File: src/design/sensor_regs.vh
`ifndef SENSOR_REGS_VH
`define SENSOR_REGS_VH
// register byte addresses
`define ADDR_PART_ID0 8'h00
`define ADDR_DIE_REV0 8'h02
`define ADDR_UID0 8'h04
`define ADDR_UID_LAST 8'h0B
`define ADDR_SYS_CONTROL 8'h10
`define ADDR_SYS_STATE 8'h11
`define ADDR_RUN_MODE 8'h21
`define ADDR_TRIGGER 8'h22
`define ADDR_HALT 8'h23
`define ADDR_ACTIVITY 8'h24
`define ADDR_TEMP0 8'h30
`define ADDR_TEMP2 8'h32
`define ADDR_HUMID0 8'h33
`define ADDR_HUMID2 8'h35
// field positions
`define BIT_SELF_RESET 7
`define BIT_LOW_POWER 0
`define BIT_AWAKE 0
`define BIT_HUMID 1
`define BIT_TEMP 0
`define BIT_VALID 16
// reset values
`define RST_LOW_POWER 1'b1
`define RST_AWAKE 1'b1
`define RST_RUN_MODE 2'h0
// identity values, arbitrary
`define ID_PART 16'h5AA5
`define ID_DIE 16'h0007
`define ID_UNIQUE 64'h0123_4567_89AB_CDEF
// timing: self reset pulse length in cycles
`define SELF_RESET_CYCLES 4'h4
`endif

File: src/design/reset_sync.v
`timescale 1ns/1ps
`default_nettype none
module reset_sync (
    input wire clock_i,
    input wire rst_b_i,
    input wire soft_i,
    output wire rst_b_o
);
    reg [1:0] sync;
    // two-stage release of external reset
    always @(posedge clock_i or negedge rst_b_i) begin
        if (!rst_b_i)
            sync <= 2'h0;
        else
            sync <= {sync[0], 1'b1};
    end
    assign rst_b_o = sync[1] & ~soft_i;
endmodule
`default_nettype wire

File: src/design/readout_latch.v
`timescale 1ns/1ps
`default_nettype none
module readout_latch (
    input wire clock_i,
    input wire rst_b_i,
    input wire capture_i,
    input wire [23:0] live_i,
    input wire [1:0] sel_i,
    output wire [7:0] byte_o
);
    reg [23:0] shadow;
    // host-visible copy, loaded on lowest byte read
    always @(posedge clock_i or negedge rst_b_i) begin
        if (!rst_b_i)
            shadow <= 24'h0000_0000;
        else if (capture_i)
            shadow <= live_i;
    end
    assign byte_o = capture_i ? live_i[7:0] :
                    (sel_i == 2'h1) ? shadow[15:8] :
                    (sel_i == 2'h2) ? shadow[23:16] : shadow[7:0];
endmodule
`default_nettype wire

File: src/design/humidity_temp_register_map.v
// Notes on behaviour
// - multi-byte registers span consecutive byte addresses
// - identification registers readable only when active
// - part identifier little-endian, low byte first
// - read-only 64-bit unique device number
// - control bit 7 write-one resets device
// - low-power bit resets one, standby after measurement only when run mode is zero for both sensors
// - awake flag one when active, resets one
// - run mode per sensor, reset zero
// - activity register reports per-sensor measuring
// - trigger write-one starts, zero ignored
// - halt write-one stops continuous, zero ignored
// - readout holds data, valid flag, CRC
// - lowest byte read copies whole readout
`timescale 1ns/1ps
`default_nettype none
`include "sensor_regs.vh"
module humidity_temp_register_map (
    input wire clock_i,
    input wire rst_b_i,
    input wire [7:0] addr_i,
    input wire wr_i,
    input wire [7:0] wdata_i,
    input wire rd_i,
    output reg [7:0] rdata_o,
    input wire [1:0] done_i,
    input wire [1:0] busy_i,
    input wire [23:0] temp_i,
    input wire [23:0] humid_i,
    input wire booted_i,
    output wire [1:0] start_o,
    output wire [1:0] halt_o,
    output wire [1:0] run_mode_o
);
    ////////////////////////////////////////////////////////////////////////
    wire rst_b;
    reg [3:0] soft_count;
    reg low_power;
    wire awake_flag;
    // one-hot power states
    localparam [2:0] ST_BOOT = 3'b001;
    localparam [2:0] ST_STANDBY = 3'b010;
    localparam [2:0] ST_ACTIVE = 3'b100;
    reg [2:0] power_state;
    reg [2:0] next_power_state;
    wire sleep_ok;
    wire wake_req;
    // identity words, cut to bytes by part-select
    wire [15:0] id_part_word = `ID_PART;
    wire [15:0] id_die_word = `ID_DIE;
    wire [63:0] id_unique_word = `ID_UNIQUE;
    wire [2:0] uid_index = addr_i[2:0] - 3'h4;
    reg [1:0] run_mode;
    reg [1:0] trigger;
    reg [1:0] halt;
    reg [7:0] next_rdata;
    wire [7:0] temp_byte;
    wire [7:0] humid_byte;
    wire cap_temp;
    wire cap_humid;
    wire wr_ctrl;

    reset_sync u_rst (
        .clock_i(clock_i),
        .rst_b_i(rst_b_i),
        .soft_i(soft_count != 4'h0),
        .rst_b_o(rst_b)
    );

    function in_range;
        input [7:0] a;
        input [7:0] lo;
        input [7:0] hi;
        begin
            in_range = (a >= lo) && (a <= hi);
        end
    endfunction

    ////////////////////////////////////////////////////////////////////////
    // self reset stretcher, kept on external reset only
    assign wr_ctrl = wr_i && (addr_i == `ADDR_SYS_CONTROL);
    always @(posedge clock_i or negedge rst_b_i) begin
        if (!rst_b_i)
            soft_count <= 4'h0;
        else if (wr_ctrl && wdata_i[`BIT_SELF_RESET])
            soft_count <= `SELF_RESET_CYCLES;
        else if (soft_count != 4'h0)
            soft_count <= soft_count - 4'h1;
    end

    // control, mode and command registers
    always @(posedge clock_i or negedge rst_b) begin
        if (!rst_b) begin
            low_power <= `RST_LOW_POWER;
            run_mode <= `RST_RUN_MODE;
            trigger <= 2'h0;
            halt <= 2'h0;
        end else begin
            if (wr_ctrl)
                low_power <= wdata_i[`BIT_LOW_POWER];
            if (wr_i && addr_i == `ADDR_RUN_MODE)
                run_mode <= wdata_i[1:0];
            // one-cycle command pulses, zeros ignored
            trigger <= (wr_i && addr_i == `ADDR_TRIGGER) ? wdata_i[1:0] : 2'h0;
            halt <= (wr_i && addr_i == `ADDR_HALT) ? wdata_i[1:0] : 2'h0;
        end
    end
    assign start_o = trigger;
    assign halt_o = halt;
    assign run_mode_o = run_mode;

    // power state: wake on start, sleep after completion in low power with run mode zero
    assign wake_req = (trigger != 2'h0) || !low_power;
    assign sleep_ok = (done_i != 2'h0) && (busy_i == 2'h0) && (run_mode == 2'h0);

    // next power state; booting overrides everything
    always @* begin
        next_power_state = power_state;
        case (power_state)
            ST_BOOT: begin
                if (booted_i)
                    next_power_state = wake_req ? ST_ACTIVE : ST_STANDBY;
            end
            ST_STANDBY: begin
                if (wake_req)
                    next_power_state = ST_ACTIVE;
            end
            ST_ACTIVE: begin
                if (!wake_req && sleep_ok)
                    next_power_state = ST_STANDBY;
            end
            default: begin
                next_power_state = ST_ACTIVE;
            end
        endcase
        if (!booted_i)
            next_power_state = ST_BOOT;
    end

    // power state register, comes up active
    always @(posedge clock_i or negedge rst_b) begin
        if (!rst_b)
            power_state <= ST_ACTIVE;
        else
            power_state <= next_power_state;
    end
    assign awake_flag = (power_state == ST_ACTIVE);

    ////////////////////////////////////////////////////////////////////////
    // readout double buffers
    assign cap_temp = rd_i && addr_i == `ADDR_TEMP0;
    assign cap_humid = rd_i && addr_i == `ADDR_HUMID0;
    readout_latch u_temp (
        .clock_i(clock_i),
        .rst_b_i(rst_b),
        .capture_i(cap_temp),
        .live_i(temp_i),
        .sel_i(addr_i[1:0] - 2'h0),
        .byte_o(temp_byte)
    );
    readout_latch u_humid (
        .clock_i(clock_i),
        .rst_b_i(rst_b),
        .capture_i(cap_humid),
        .live_i(humid_i),
        .sel_i(addr_i[1:0] - 2'h3),
        .byte_o(humid_byte)
    );

    // read multiplexer
    always @* begin
        next_rdata = 8'h00;
        if (in_range(addr_i, `ADDR_PART_ID0, `ADDR_UID_LAST) && awake_flag) begin
            if (addr_i == `ADDR_PART_ID0)
                next_rdata = id_part_word[7:0];
            else if (addr_i == 8'h01)
                next_rdata = id_part_word[15:8];
            else if (addr_i == `ADDR_DIE_REV0)
                next_rdata = id_die_word[7:0];
            else if (addr_i == 8'h03)
                next_rdata = id_die_word[15:8];
            else
                next_rdata = id_unique_word[{uid_index, 3'h0} +: 8];
        end else if (addr_i == `ADDR_SYS_CONTROL)
            next_rdata = {7'h00, low_power};
        else if (addr_i == `ADDR_SYS_STATE)
            next_rdata = {7'h00, awake_flag};
        else if (addr_i == `ADDR_RUN_MODE)
            next_rdata = {6'h00, run_mode};
        else if (addr_i == `ADDR_ACTIVITY)
            next_rdata = {6'h00, busy_i};
        else if (in_range(addr_i, `ADDR_TEMP0, `ADDR_TEMP2))
            next_rdata = temp_byte;
        else if (in_range(addr_i, `ADDR_HUMID0, `ADDR_HUMID2))
            next_rdata = humid_byte;
    end

    // registered read data
    always @(posedge clock_i or negedge rst_b) begin
        if (!rst_b)
            rdata_o <= 8'h00;
        else if (rd_i)
            rdata_o <= next_rdata;
    end
endmodule
`default_nettype wire

File: config.mk
export PLATFORM = sky130hd
export DESIGN_NAME = humidity_temp_register_map
export DESIGN_NICKNAME = d
export VERILOG_FILES = /design/src/design/reset_sync.v /design/src/design/readout_latch.v /design/src/design/humidity_temp_register_map.v
export VERILOG_INCLUDE_DIRS = /design/src /design/src/design
export SDC_FILE = /design/constraint.sdc
export NUM_CORES = 1
export LEC_CHECK = 0
export BUFFER_PORTS_ARGS = -buffer_cell sky130_fd_sc_hd__buf_2
export CAP_MARGIN = 0
export CORE_ASPECT_RATIO = 1.2
export CORE_MARGIN = 5
export CORE_UTILIZATION = 50
export DETAILED_ROUTE_END_ITERATION = 16
export GPL_TIMING_DRIVEN = 0
export PLACE_DENSITY_LB_ADDON = 0.08
export RECOVER_POWER = 100
export REMOVE_ABC_BUFFERS = 1
export SLEW_MARGIN = 20
export SYNTH_ARGS = -nofsm -noshare
export SYNTH_HDL_FRONTEND = slang
export SYNTH_SLANG_ARGS = --single-unit
File: constraint.sdc
create_clock -name clock_i -period 5.3 [get_ports clock_i]
set_clock_uncertainty 0.15 [all_clocks]
set_input_delay 0.265 -clock clock_i [delete_from_list [all_inputs] [get_ports clock_i]]
set_output_delay 0.265 -clock clock_i [all_outputs]
set_load 0.02 [all_outputs]
==> summary.md <==
| Metric | Value |
|---|---|
| GRT overflow | 0 |
| Cell count after synthesis | 449 |
| Sequential Power Share | 49.9% |
| Synth cell types | 49 |
| Synth Warn # | 0 |
| Detailed-route DRC error count | 0 |
| Clock Tree Buf Depth | 2 |
| Period utilization | 74.6% |
| Commonest register cell after synthesis | dfrtp_1 |
| H-tree depth | 3 |
| Post-Synth Adder-Cell Area | 0.664% |
| WHS Path Cells | 3 |
| P&R area growth vs syn | 27.2% |
| Die Width | 89.2 um |
| Critical path peak fanout | 38 |
| IO buf count | 81 |
| Cells along the critical path | clkbuf_1 -> or3b_1 -> or3_1 -> nand2_1 -> a21oi_1 -> o311ai_0 -> o211ai_1 |
| Commonest non-fill, non-tap cell in the layout | nand2_1 |
| Worst slew margin | -43.9% |
| Pwr/cell area | 257 nW/um^2 |
| DPL Wire Length | 6430 um |
| Main combinational cell family by area after synthesis | simple AND/OR/NAND/NOR gates |
| Compound-Gate Fraction of Synth Area | 11.6% |
| Worst VDD drop | 0.191 mV |
| Worst setup EP type | register |
| Post-synth EDFFs | 0 |
| Mux contribution to synthesized area | 7.81% |
| Num CTS Buffers | 9 |
| Post-CTS Setup Repair Bufs | 0 |
| Failing checks | max-capacitance violations, max-slew violations |
| Global Route Usage Sum | 21.9% |
| Core area | 7320 sq um |
| Slowest Stage Delay on Critical Path | 1.50 ns |
| Comb power frac | 20.3% |
| R2R depth | 4 |
| Drt pass-1 iters | 4 |
| Post-Synth XOR/XNOR Area | 0.465% |
| Clock latency at the later pin of the worst-skew pair | 0.34 ns |
| Initial Utilization | 51.5% |
| Initial antenna violation count | 0 |
| Synth Cell Area | 3770 sq um |
| Largest net degree at the start of global routing | 47 |
| Ys async rst share | 100% |
| P_sw | 363 uW |
| Gpl congestion | 0.870 |
| Number of max-cap violations | 2 |
| CP arrival | 4.01 ns |
| Setup slack, reg-to-reg | 2.06 ns |
| Cell Int Power | 869 uW |
| Max Fclk | 0.253 GHz |
| Dpl cell area | 4190 sq um |
| Die footprint | 9370 sq um |
| Rows | 34 |
| Simple-Gate Fraction of Synth Area | 27.5% |
| Leakage | 0.00237 uW |
| Vias per inst | 5.32 |
| DR iter-0 viols | 155 |
| IO Count | 87 |
| CTS tree | yes |
| Cell area after layout | 4790 sq um |
| Startpoint type of the worst setup path | input port |
| Most frequent cells in the layout | nand2_1 (178), dfrtp_1 (70), buf_2 (65), dlygate4sd3_1 (47), a21oi_1 (27) |
| Critical path class | in -> reg |
| Wire per inst | 14.5 um |
| Final hold violation count | 0 |
| Endpoints failing setup | 0 |
| Status | finished with violations |
| Final nets | 637 |
| Slowest CP cell | clkbuf_1 |
| Setup TNS Final | 0 ns |
| Pins Over Slew Limit | 71 |
| First-pass GRT wire length | 16300 um |
| Post-Syn Area per Cell | 8.39 sq um |
| Switching share of power | 29.4% |
| Layout cell share with drive strength beyond 1 | 16.6% |
| Clk sinks | 72 |
| Final min period | 3.96 ns |
| Total number of vias | 3495 |
| Sequential share of the synthesized area | 47.9% |
| Clock power frac | 29.8% |
| Post-route ant nets | 0 |
| Critical path data required time | 5.35 ns |
| Diodes inserted | 0 |
| Die Ht | 105 um |
| Final wirelength | 9510 um |
| Clk slew on worst S/H paths | 0.07 ns |
| Synth Register Bits | 72 |
| HP Class | in -> reg |
| Worst-Margin Slew | 2.16 ns |
| Vias in the first global route | 3473 |
| RSZ-0062 raised after global routing | no |
| Root buf cell | clkbuf_8 |
flip-flops by register name (all words and copies together) (netlist names):
| name | flops |
|---|---|
| run_mode_o | 2 |
| start_o | 2 |
| u_humid.shadow | 24 |
| u_temp.shadow | 24 |
| u_rst.sync | 2 |
| rdata_o | 8 |
| halt_o | 2 |
| soft_count | 4 |
| power_state | 3 |
| low_power | 1 |
metrics by stage:
| stage | hold WS [ns] | setup WS (ns) | std cells | util, % | total power [uW] |
|---|---|---|---|---|---|
| floorplan | -0.181 | 2.07 | 422 | - | 758 |
| global placement | -0.0545 | 1.06 | 593 | 56.8 | 837 |
| detailed placement | -0.0509 | 1.92 | 594 | 57.3 | 855 |
| CTS | 0.000546 | 2.30 | 657 | 65.9 | 1250 |
| global route | 0.00799 | 1.08 | 657 | 65.5 | 1310 |
| finish | 0.0147 | 1.34 | 657 | 65.5 | 1230 |
worst max-delay path: cells and delay by family:
kind                   cells  cell delay, ns
buffers and inverters      1            1.50
AOI/OAI and AO/OA          3            0.63
and+or+nand+nor            3            1.59
cells in the mapped netlist (2+ instances only):
master	n	area [sq um]
nor2_1	18	67.6
clkbuf_1	15	56.3
nand2_1	178	668
buf_1	3	11.3
nand4_1	2	12.5
nand3_1	7	35.0
nand3b_1	2	15.0
ha_1	2	25.0
o22ai_1	3	18.8
o21ai_0	14	70.1
a21oi_1	27	135
nand2b_1	4	25.0
inv_1	7	26.3
buf_6	2	22.5
nor3_2	2	20.0
dfrtp_1	70	1750
nor3_1	4	20.0
o221ai_1	2	17.5
mux2_2	10	113
or3_1	5	31.3
dfstp_2	2	52.6
a211oi_1	4	30.0
mux2i_1	17	170
nor4_1	6	37.5
o211ai_1	7	52.6
a31oi_1	3	18.8
a2111oi_0	2	17.5
and2_1	3	18.8
xnor2_1	2	17.5
buf_2	7	35.0
path summary, 6_finish.rpt:
path	from	endpoint
min in group asynchronous	rst_b_i	u_rst.sync[1]$_DFF_PN0_
worst max-delay path	addr_i[0]	rdata_o[0]$_DFFE_PN0P_
worst min-delay path	humid_i[7]	u_humid.shadow[7]$_DFFE_PN0P_
worst min register to register	u_rst.sync[0]$_DFF_PN0_	u_rst.sync[1]$_DFF_PN0_
max in group asynchronous	soft_count[0]$_DFFE_PN0P_	u_humid.shadow[0]$_DFFE_PN0P_
worst max register to register	soft_count[0]$_DFFE_PN0P_	u_humid.shadow[0]$_DFFE_PN0P_
final cells by class:
type	count	area (sq um)
fillers	648	2530
multi-input cells	343	1810
flip-flops and latches	72	1800
repair buffers	129	876
clock buffers	13	139
well taps	90	113
inverters	7	26.3
clock inverters	3	18.8
logic make-up (layout without fill, tap and decap cells):
kind of cell               count (synthesis)  after routing
and+or+nand+nor                          240            240
xor gates and xnor gates                   2              2
muxes                                     28             28
adders and majority gates                  2              2
other                                      1              1
DFF                                       72             72
buffers and inverters                     34            152
AOI/OAI and AO/OA                         70             70
power groups by stage:
stage | Sequential [uW] | Clock, uW | Combinational [uW]
2_1_floorplan | 624 | 0 | 134
3_3_place_gp | 623 | 0 | 213
3_5_place_dp | 625 | 0 | 230
4_1_cts | 614 | 382 | 257
5_1_grt | 620 | 404 | 289
6_report | 614 | 367 | 250
per-layer routing:
layer	up-vias	part of all wire [%]	GRT usage [%]
met5	-	0	0
met2	95	49	35.4
li1	1743	-	-
met3	10	5.7	4.72
met1	1647	44	29.5
met4	0	1.2	6.06
timing repair:
item,CTS,global route
endpoints found under the setup margin,0,0
resized for setup,0,0
hold buffers,47,0
hold endpoints to repair,54,0
(Power assumes the default switching activity.)
